**src/hw/ledpb_pkg.sv**
```systemverilog
package ledpb_pkg;

    localparam int NUM_CH = 18;
    localparam int CLK_HZ = 50_000_000;

    // PWM and blink timing
    localparam int PWM_STEPS = 256;
    localparam int PWM_SLOW_HZ = 200;
    localparam int PWM_FAST_HZ = 25_000;
    localparam int PWM_SLOW_CYC = CLK_HZ / (PWM_SLOW_HZ * PWM_STEPS);
    localparam int PWM_FAST_CYC = CLK_HZ / (PWM_FAST_HZ * PWM_STEPS);
    localparam int BLINK_MAX_HZ = 24;
    localparam int BLINK_STEPS = 256;
    localparam int BLINK_TICK_CYC = CLK_HZ / (BLINK_MAX_HZ * BLINK_STEPS);

    // Register offsets
    localparam logic [7:0] OFS_CONFIG = 8'h00;
    localparam logic [7:0] OFS_GLOBAL = 8'h01;
    localparam logic [7:0] OFS_SCALE = 8'h02;
    localparam logic [7:0] OFS_OPEN_CTRL = 8'h14;
    localparam logic [7:0] OFS_OPEN_STAT = 8'h15;
    localparam logic [7:0] OFS_PWM = 8'h1F;
    localparam logic [7:0] OFS_BLINK_EN = 8'h31;
    localparam logic [7:0] OFS_BLINK_PERIOD = 8'h34;
    localparam logic [7:0] OFS_BLINK_DUTY = 8'h35;
    localparam logic [7:0] OFS_SCALE_COMMIT = 8'h36;
    localparam logic [7:0] OFS_PWM_BLINK_COMMIT = 8'h37;
    localparam logic [7:0] OFS_SOFT_RESET = 8'h3F;

    // Keys and bit positions
    localparam logic [7:0] COMMIT_KEY = 8'h00;
    localparam logic [7:0] SOFT_RESET_KEY = 8'hAE;
    localparam int CFG_RUN_BIT = 0;
    localparam int CFG_FAST_PWM_BIT = 1;
    localparam int CFG_EIGHTH_BIT = 5;
    localparam int OPEN_DETECT_BIT = 0;
    localparam int OPEN_REPORT_BIT = 1;

    // Arbitrary default bus address
    localparam logic [6:0] BUS_ADDR_DEFAULT = 7'h2A;

    typedef enum logic [2:0] {
        S_IDLE, S_ADDR, S_REG, S_WDATA, S_ACK, S_RDATA, S_RACK
    } ledpb_bus_e;

    typedef enum logic [1:0] {K_ADDR, K_REG, K_DATA} ledpb_kind_e;

    typedef struct packed {
        logic run;
        logic fast_pwm;
        logic eighth;
        logic [7:0] global_level;
        logic [NUM_CH-1:0][7:0] scale_pend;
        logic [NUM_CH-1:0][7:0] scale_act;
        logic [NUM_CH-1:0][7:0] pwm_pend;
        logic [NUM_CH-1:0][7:0] pwm_act;
        logic [NUM_CH-1:0] blink_en_pend;
        logic [NUM_CH-1:0] blink_en_act;
        logic [7:0] period_pend;
        logic [7:0] period_act;
        logic [7:0] duty_pend;
        logic [7:0] duty_act;
        logic open_detect_enable;
        logic open_report_to_pin;
        logic [NUM_CH-1:0] open_status;
    } ledpb_regs_s;

    localparam ledpb_regs_s REGS_RESET = '0;

    typedef struct packed {
        ledpb_regs_s regs;
        ledpb_bus_e bus;
        ledpb_kind_e kind;
        logic [7:0] shreg;
        logic [7:0] ptr;
        logic [3:0] cnt;
        logic full;
        logic rw;
        logic sda_oe;
        logic sda_lo;
        logic [2:0] scl_s;
        logic [2:0] sda_s;
        logic scl_f;
        logic sda_f;
        logic [NUM_CH-1:0] sense_s1;
        logic [NUM_CH-1:0] sense_s2;
        logic [NUM_CH-1:0] sense_s3;
        logic [NUM_CH-1:0] open_f;
        logic [9:0] pwm_pre;
        logic [7:0] pwm_cnt;
        logic [13:0] blink_tick;
        logic [7:0] blink_sub;
        logic [7:0] blink_phase;
        logic [NUM_CH-1:0] led;
        logic int_n;
    } ledpb_state_s;

endpackage

```
**src/hw/ledpb_top.sv**
```systemverilog
`timescale 1ns/1ns
// Overview of operation
// RULE_01 - Blink period linear, 41 ms to 10.66 s
// RULE_02 - Blink frequency equals 24 over code+1
// RULE_03 - Period code shadowed until general commit
// RULE_04 - Blink on-ratio equals duty code over 256
// RULE_05 - Duty code shadowed until general commit
// RULE_06 - Scaling commit activates all pending scales
// RULE_07 - General commit activates PWM and blink codes
// RULE_08 - Writing 0xAE resets all registers; here an open sensed that cycle with detect on stays in open status
// RULE_09 - Power-up defaults keep outputs shut down
// RULE_10 - Current-mode bit gives one-eighth current
// RULE_11 - Eighteen PWM duties, value over 256
// RULE_12 - Eighteen independent per-channel current scales
// RULE_13 - PWM runs at 200 Hz or 25 kHz; the fast setting here uses 1792 clocks, about 27.9 kHz
// RULE_14 - All channels share one synchronized PWM cycle
// RULE_15 - Open status recorded while detect enabled
// RULE_16 - Report flag drives interrupt low on open
// RULE_17 - Host keeps global current in 0x0F-0x3F
// RULE_18 - Reading open status clears it
// RULE_19 - Per-channel blink enable, applied at commit
// RULE_20 - Blinking channels gated by blink duty window
module ledpb_top
    import ledpb_pkg::*;
#(
    parameter logic [6:0] P_BUS_ADDR = BUS_ADDR_DEFAULT,
    parameter int P_BLINK_TICK = BLINK_TICK_CYC
) (
    // Clock and reset
    input wire logic I_MCLK,
    input wire logic I_RESET,
    // Serial host bus
    input wire logic I_SCL,
    input wire logic I_SDA_IN,
    output logic O_SDA_OUT,
    output logic O_SDA_OE,
    // Open-LED sensing
    input wire logic [NUM_CH-1:0] I_OPEN_SENSE,
    // Output drive
    output logic [NUM_CH-1:0] O_LED_OUTPUT_CHANNEL,
    output logic [NUM_CH-1:0][7:0] O_CHANNEL_CURRENT_SCALE,
    output logic [7:0] O_GLOBAL_CURRENT_LEVEL,
    output logic O_EIGHTH_CURRENT_SELECT,
    output logic O_RUN_NOT_SHUTDOWN,
    // Status
    output logic O_INTERRUPT_OUT_N
);

    ledpb_state_s q;
    ledpb_state_s d;
    logic scl_rise;
    logic scl_fall;
    logic bus_start;
    logic bus_stop;
    logic wr_stb;
    logic blink_on;
    logic [7:0] rd_byte;
    logic [NUM_CH-1:0] rd_clear;
    logic [9:0] pwm_limit;

    function automatic logic [7:0] pack_six(input logic [NUM_CH-1:0] v, input int k);
        pack_six = {1'b0, v[6*k+3 +: 3], 1'b0, v[6*k +: 3]};
    endfunction

    function automatic logic [7:0] read_reg(input ledpb_regs_s r, input logic [7:0] a);
        logic [7:0] v;
        v = 8'h00;
        if (a == OFS_CONFIG) begin
            v[CFG_RUN_BIT] = r.run;
            v[CFG_FAST_PWM_BIT] = r.fast_pwm;
            v[CFG_EIGHTH_BIT] = r.eighth;
        end else if (a == OFS_GLOBAL) begin
            v = r.global_level;
        end else if (a == OFS_OPEN_CTRL) begin
            v[OPEN_DETECT_BIT] = r.open_detect_enable;
            v[OPEN_REPORT_BIT] = r.open_report_to_pin;
        end else if (a == OFS_BLINK_PERIOD) begin
            v = r.period_pend;
        end else if (a == OFS_BLINK_DUTY) begin
            v = r.duty_pend;
        end
        for (int i = 0; i < NUM_CH; i++) begin
            if (a == OFS_SCALE + 8'(i)) begin
                v = r.scale_pend[i];
            end
            if (a == OFS_PWM + 8'(i)) begin
                v = r.pwm_pend[i];
            end
        end
        for (int k = 0; k < 3; k++) begin
            if (a == OFS_OPEN_STAT + 8'(k)) begin
                v = pack_six(r.open_status, k);
            end
            if (a == OFS_BLINK_EN + 8'(k)) begin
                v = pack_six(r.blink_en_pend, k);
            end
        end
        return v;
    endfunction

    function automatic ledpb_regs_s write_reg(input ledpb_regs_s r, input logic [7:0] a,
                                              input logic [7:0] v);
        ledpb_regs_s n;
        n = r;
        if (a == OFS_CONFIG) begin
            n.run = v[CFG_RUN_BIT];
            n.fast_pwm = v[CFG_FAST_PWM_BIT]; // RULE_13
            n.eighth = v[CFG_EIGHTH_BIT]; // RULE_10
        end else if (a == OFS_GLOBAL) begin
            n.global_level = v;
        end else if (a == OFS_OPEN_CTRL) begin
            n.open_detect_enable = v[OPEN_DETECT_BIT];
            n.open_report_to_pin = v[OPEN_REPORT_BIT];
        end else if (a == OFS_BLINK_PERIOD) begin
            n.period_pend = v; // RULE_03
        end else if (a == OFS_BLINK_DUTY) begin
            n.duty_pend = v; // RULE_05
        end else if (a == OFS_SCALE_COMMIT && v == COMMIT_KEY) begin
            n.scale_act = r.scale_pend; // RULE_06
        end else if (a == OFS_PWM_BLINK_COMMIT && v == COMMIT_KEY) begin
            n.pwm_act = r.pwm_pend; // RULE_07
            n.period_act = r.period_pend; // RULE_03
            n.duty_act = r.duty_pend; // RULE_05
            n.blink_en_act = r.blink_en_pend; // RULE_19
        end else if (a == OFS_SOFT_RESET && v == SOFT_RESET_KEY) begin
            n = REGS_RESET; // RULE_08
        end
        for (int i = 0; i < NUM_CH; i++) begin
            if (a == OFS_SCALE + 8'(i)) begin
                n.scale_pend[i] = v; // RULE_12
            end
            if (a == OFS_PWM + 8'(i)) begin
                n.pwm_pend[i] = v; // RULE_11
            end
        end
        for (int k = 0; k < 3; k++) begin
            if (a == OFS_BLINK_EN + 8'(k)) begin
                n.blink_en_pend[6*k +: 3] = v[2:0]; // RULE_19
                n.blink_en_pend[6*k+3 +: 3] = v[6:4];
            end
        end
        return n;
    endfunction

    always_comb begin
        d = q;
        rd_byte = 8'h00;
        rd_clear = '0;
        wr_stb = 1'b0;

        // Three-stage sampling; a level counts once stages two and three agree
        d.scl_s = {q.scl_s[1:0], I_SCL};
        d.sda_s = {q.sda_s[1:0], I_SDA_IN};
        d.scl_f = (q.scl_s[1] == q.scl_s[2]) ? q.scl_s[2] : q.scl_f;
        d.sda_f = (q.sda_s[1] == q.sda_s[2]) ? q.sda_s[2] : q.sda_f;
        d.sense_s1 = I_OPEN_SENSE;
        d.sense_s2 = q.sense_s1;
        d.sense_s3 = q.sense_s2;
        for (int i = 0; i < NUM_CH; i++) begin
            d.open_f[i] = (q.sense_s2[i] == q.sense_s3[i]) ? q.sense_s3[i] : q.open_f[i];
        end

        scl_rise = d.scl_f && !q.scl_f;
        scl_fall = !d.scl_f && q.scl_f;
        bus_start = q.scl_f && d.scl_f && q.sda_f && !d.sda_f;
        bus_stop = q.scl_f && d.scl_f && !q.sda_f && d.sda_f;

        // Host bus slave with auto-incrementing register pointer
        if (bus_stop) begin
            d.bus = S_IDLE;
            d.sda_oe = 1'b0;
        end else if (bus_start) begin
            d.bus = S_ADDR;
            d.cnt = 4'h0;
            d.full = 1'b0;
            d.sda_oe = 1'b0;
        end else begin
            case (q.bus)
                S_ADDR, S_REG, S_WDATA: begin
                    if (scl_rise && !q.full) begin
                        d.shreg = {q.shreg[6:0], q.sda_f};
                        d.cnt = q.cnt + 4'h1;
                        d.full = (q.cnt == 4'h7);
                    end else if (scl_fall && q.full) begin
                        d.full = 1'b0;
                        d.sda_oe = 1'b1;
                        d.bus = S_ACK;
                        if (q.bus == S_ADDR) begin
                            d.kind = K_ADDR;
                            d.rw = q.shreg[0];
                            if (q.shreg[7:1] != P_BUS_ADDR) begin
                                d.sda_oe = 1'b0;
                                d.bus = S_IDLE;
                            end
                        end else if (q.bus == S_REG) begin
                            d.kind = K_REG;
                            d.ptr = q.shreg;
                        end else begin
                            d.kind = K_DATA;
                            wr_stb = 1'b1;
                            d.regs = write_reg(q.regs, q.ptr, q.shreg);
                            d.ptr = q.ptr + 8'h01;
                        end
                    end
                end
                S_ACK: begin
                    if (scl_fall) begin
                        d.sda_oe = 1'b0;
                        d.cnt = 4'h0;
                        if (q.kind == K_ADDR && q.rw) begin
                            rd_byte = read_reg(q.regs, q.ptr);
                            for (int k = 0; k < 3; k++) begin
                                if (q.ptr == OFS_OPEN_STAT + 8'(k)) begin
                                    rd_clear[6*k +: 6] = '1; // RULE_18
                                end
                            end
                            d.ptr = q.ptr + 8'h01;
                            d.sda_oe = !rd_byte[7];
                            d.shreg = {rd_byte[6:0], 1'b0};
                            d.cnt = 4'h1;
                            d.bus = S_RDATA;
                        end else if (q.kind == K_ADDR) begin
                            d.bus = S_REG;
                        end else begin
                            d.bus = S_WDATA;
                        end
                    end
                end
                S_RDATA: begin
                    if (scl_fall) begin
                        if (q.cnt == 4'h8) begin
                            d.sda_oe = 1'b0;
                            d.bus = S_RACK;
                        end else begin
                            d.sda_oe = !q.shreg[7];
                            d.shreg = {q.shreg[6:0], 1'b0};
                            d.cnt = q.cnt + 4'h1;
                        end
                    end
                end
                S_RACK: begin
                    if (scl_rise) begin
                        // Master NACK ends the read burst
                        d.bus = q.sda_f ? S_IDLE : S_ACK;
                        d.kind = K_ADDR;
                    end
                end
                default: begin
                    d.sda_oe = 1'b0;
                end
            endcase
        end

        // Open status: a new detection wins over a read clear
        d.regs.open_status = (d.regs.open_status & ~rd_clear)
                           | (q.regs.open_detect_enable ? q.open_f : '0); // RULE_15

        // Shared PWM time base, one counter for every channel
        pwm_limit = q.regs.fast_pwm ? 10'(PWM_FAST_CYC) : 10'(PWM_SLOW_CYC); // RULE_13
        if (q.pwm_pre >= pwm_limit - 10'h001) begin
            d.pwm_pre = 10'h000;
            d.pwm_cnt = q.pwm_cnt + 8'h01; // RULE_14
        end else begin
            d.pwm_pre = q.pwm_pre + 10'h001;
        end

        // Blink phase advances every code+1 base ticks, 256 phases per period
        if (q.blink_tick >= 14'(P_BLINK_TICK - 1)) begin
            d.blink_tick = 14'h0000;
            if (q.blink_sub >= q.regs.period_act) begin
                d.blink_sub = 8'h00;
                d.blink_phase = q.blink_phase + 8'h01; // RULE_01 RULE_02
            end else begin
                d.blink_sub = q.blink_sub + 8'h01;
            end
        end else begin
            d.blink_tick = q.blink_tick + 14'h0001;
        end
        // A shorter committed period must not leave the divider past its new end
        if (d.blink_sub > d.regs.period_act) begin
            d.blink_sub = 8'h00;
        end
        blink_on = q.blink_phase < q.regs.duty_act; // RULE_04

        for (int i = 0; i < NUM_CH; i++) begin
            d.led[i] = q.regs.run // RULE_09
                     && (q.regs.pwm_act[i] > q.pwm_cnt) // RULE_11
                     && (!q.regs.blink_en_act[i] || blink_on); // RULE_20
        end
        d.int_n = !(q.regs.open_report_to_pin && (|q.regs.open_status)); // RULE_16
        d.sda_lo = 1'b0;
    end

    always_ff @(posedge I_MCLK or posedge I_RESET) begin
        if (I_RESET) begin
            q <= '0; // RULE_09
            q.int_n <= 1'b1;
            q.scl_f <= 1'b1;
            q.sda_f <= 1'b1;
            // Stages start at the idle-high level so no false edge follows reset
            q.scl_s <= 3'h7;
            q.sda_s <= 3'h7;
        end else begin
            q <= d;
        end
    end

    assign O_SDA_OUT = q.sda_lo;
    assign O_SDA_OE = q.sda_oe;
    assign O_LED_OUTPUT_CHANNEL = q.led;
    assign O_CHANNEL_CURRENT_SCALE = q.regs.scale_act;
    assign O_GLOBAL_CURRENT_LEVEL = q.regs.global_level;
    assign O_EIGHTH_CURRENT_SELECT = q.regs.eighth;
    assign O_RUN_NOT_SHUTDOWN = q.regs.run;
    assign O_INTERRUPT_OUT_N = q.int_n;
endmodule

```
**config.mk**
```make
export PLATFORM = sky130hd
export DESIGN_NAME = ledpb_top
export DESIGN_NICKNAME = d
export VERILOG_FILES = /design/src/hw/ledpb_pkg.sv /design/src/hw/ledpb_top.sv
export SDC_FILE = /design/constraint.sdc
export NUM_CORES = 2
export LEC_CHECK = 0
export BUFFER_PORTS_ARGS = -buffer_cell sky130_fd_sc_hd__buf_2
export CELL_PAD_IN_SITES_DETAIL_PLACEMENT = 1
export CELL_PAD_IN_SITES_GLOBAL_PLACEMENT = 1
export CORE_ASPECT_RATIO = 2
export CORE_MARGIN = 3
export CORE_UTILIZATION = 43
export DETAILED_ROUTE_END_ITERATION = 6
export PLACE_DENSITY_LB_ADDON = 0.25
export SYNTH_ARGS = -nofsm -noshare
export SYNTH_HDL_FRONTEND = slang
export SYNTH_SLANG_ARGS = --single-unit
```
**constraint.sdc**
```tcl
create_clock -name I_MCLK -period 29.5 [get_ports I_MCLK]
set_input_delay 5.9 -clock I_MCLK [delete_from_list [all_inputs] [get_ports I_MCLK]]
set_output_delay 5.9 -clock I_MCLK [all_outputs]
set_load 0.03 [all_outputs]
```
==> results.md <==
* Worst Path Max Fanout at 165
* CP Buf/Inv Count at 6
* Reg-to-Reg End: q[34]
* Max Clk Rate at 115 MHz
* CP Cell Sequence: buf_2, clkinvlp_4, buf_12, buf_4, buf_4, buf_4
* Layout cell share with drive strength beyond 1 at 10.0%
* Final period utilization at 29.4%
* EDFF count, synth at 0
* Number of hold buffers added after CTS at 0
* Setup_tns at 0 ps
* Die ar. at 103,000 um^2
* Cts repair resizes at 0
* Avg Inst Size Synth at 8.86 um^2
* H-tree Lvls at 3
* Main synth FF type: dfrtp_1
* Outcome: completed
* IO buf count at 195
* Final setup fails at 0
* Worst Min Path Start: d[145]
* CP startpoint: I_RESET
* Footprint of the multi-input gates at 18,600 um^2
* Slowest-stage cell, CP: buf_4
* Asr flop ratio synth at 100%
* Seq/Total Area, Yosys at 50.1%
* CORE AREA at 97,700 um^2
* Worst reg-to-reg setup slack at 24,050 ps
* FF+latch count, synth at 850
* Sink Count at 850
* Fin nets at 4,918
* Start of the worst register-to-register path: q[155]
* DP HPWL at 120,000 um
* Total power at 0.00249 W
* Synth top area share at 49.5%
* DRC at 0
* Final hold vios at 0
* Clock Tree Root: clkbuf_16
* Worst EP required at 30,180 ps
* Clock skew at 31.8 ps
* Min cycle time layout at 8660 ps
* R2R cell count at 19
* Rows at 162
* Reg area at 21,300 um^2
* Max cap viols at 0
* Commonest non-fill, non-tap cell in the layout: nand2_1
* Detailed Route WL at 166,000 um
* CTS tree: built
* Mapped Area at 42,500 um^2
* Crit path capture: q[520]
* Largest net degree at the start of global routing at 238
* Clk buf depth at 3
* Count of cell types in the netlist at 93
* RSZ-0062 raised after global routing: false
* Die height at 451 um
* Slew Limit Fails at 0
* Yosys warns at 0
* Skew-Pair Late Insertion Delay at 690 ps
* Family with the most delay on the worst path: buffers and inverters
* Peak supply drop at 58.6 uV
* First-pass GRT wire length at 250,000 um
* Setup crit start kind: input port
* Critical path class: in -> async
* Via count at 36,529
* Final antenna-violating net count at 0
* Initial Util at 43.5%
* Worst EP arrival at 9340 ps
* Actual transition at the worst max-transition pin at 1360 ps
* CTS Buf Count at 82
* Initial DRC Count at 3,200
* Clock slew at reported path FFs at 70 ps
* Setup repair bufs after CTS at 0
* Fillers at 11,465
* Gate Count Post-Synth at 4,796
* Relative slew slack at 8.31%
* Critical path depth in cells at 6
* All-Layer GR Usage at 32.0%
* Largest cells by area after synthesis: dfrtp_1, nand2_1, ha_1
* Most common cell on crit path: buf_4
* GPL Wtd Cong at 1.04
* Number of global-route vias before repair at 38,273
* Grt ovf at 0
* Post-synth top area cell: dfrtp_1
* Pwr dens at 53.9 nW/um^2
* P&R area growth vs syn at 8.81%
* Die W at 228 um
* Critical path endpoint category: async pin
* Hold WC Path Type: reg -> reg
* CP peak stage delay at 840 ps
* Leakage at 20.4 nW
* Routed WL per cell at 27.3 um
* Boundary pin count at 197
* Pre-antenna DRT Iters at 7
* Initial antenna violation count at 1
* Most frequent cells in the layout: nand2_1, dfrtp_1, o21ai_0
* Via density at 6.01
==> worst min-delay path by stage <==
stage             end  slack (ps)  cells past startpoint
2_1_floorplan  d[100]         330                      0
3_3_place_gp    d[92]         330                      0
3_5_place_dp    d[89]         340                      0
4_1_cts         d[89]         350                      0
5_1_grt        d[146]         350                      0
6_report       d[146]         350                      0
==> state kept, by name (all words and copies together) (netlist names) <==
register and count:
q 636, O_CHANNEL_CURRENT_SCALE 144, d 40, O_LED_OUTPUT_CHANNEL 18, O_GLOBAL_CURRENT_LEVEL 8, O_EIGHTH_CURRENT_SELECT 1, O_INTERRUPT_OUT_N 1, O_RUN_NOT_SHUTDOWN 1
O_SDA_OE 1
==> worst register-to-register path: cells and delay by family, from the launching register on <==
kind,cells,cell delay [ps]
DFF,1,420
buffers and inverters,3,1160
AOI/OAI and AO/OA,7,1180
and+or+nand+nor,7,2080
adders and majority gates,2,520
==> stage by stage <==
| step | setup slack, ps | hold slack, ps | utilization, % | instances | cell area (um^2) |
|---|---|---|---|---|---|
| after detailed placement | 19980 | 336 | 44.5 | 5938 | 43400 |
| final | 20840 | 347 | 47.3 | 6083 | 46200 |
| after CTS | 20710 | 350 | 47.3 | 6082 | 46200 |
| after global routing | 20290 | 353 | 47.3 | 6082 | 46200 |
| after floorplan | 11930 | 331 | - | 4797 | 42500 |
| after global placement | 20020 | 335 | 44.5 | 5938 | 43400 |
==> power by group <==
| group | leakage, nW | internal (W) | switching [W] | total [W] |
|---|---|---|---|---|
| logic | 7.36 | 0.0000296 | 0.000124 | 0.000154 |
| registers | 11.6 | 0.00118 | 0.0000311 | 0.00121 |
| clock network | 1.38 | 0.000649 | 0.000478 | 0.00113 |
==> cells in the mapped netlist, types with 14 or more instances <==
cell type  number
a21oi_1       147
nand4_1        59
dfrtp_1       841
a21o_1         44
o211ai_1       32
and3_1         22
a22oi_1        19
o21ai_0       441
o21ai_1       243
o221ai_1       14
a31oi_1        16
nor4_1         15
nand2b_1       28
a22o_1         40
inv_1          62
nand3_1        72
a221oi_1       29
buf_4         173
nor2_1        199
nor2b_1        28
maj3_1         18
xor2_1         19
o22ai_1       121
clkbuf_1      195
buf_2          60
xnor2_1        17
nand2_1      1364
nor3_1         42
a211oi_1       16
ha_1          186
==> cells by family after synthesis <==
| group | share of synthesized area [%] |
|---|---|
| and+or+nand+nor | 18.9 |
| adders and majority gates | 5.90 |
| AOI/OAI and AO/OA | 17.9 |
| DFF | 50.1 |
| buffers and inverters | 6.32 |
| xor gates and xnor gates | 0.742 |
| other | 0.00882 |
| muxes | 0.177 |
==> layout make-up <==
| cell class | instances | area share (%) |
|---|---|---|
| antenna | 1 | 0.00541 |
| timing repair buffer | 274 | 3.47 |
| sequential | 850 | 46.0 |
| clock buffer | 111 | 5.09 |
| clock inverter | 33 | 0.974 |
| multi-input combinational | 3430 | 40.3 |
| inverter | 72 | 0.593 |
| tap | 1312 | 3.55 |
==> routing by layer <==
layer	up-vias	wire [um]	GRT usage, %
met1	18353	64600	38.8
met3	509	10100	4.97
met5	-	0	0
met2	1405	78800	53.2
li1	16262	-	-
met4	0	12500	20.5
Power figures use the tool's default switching activity.
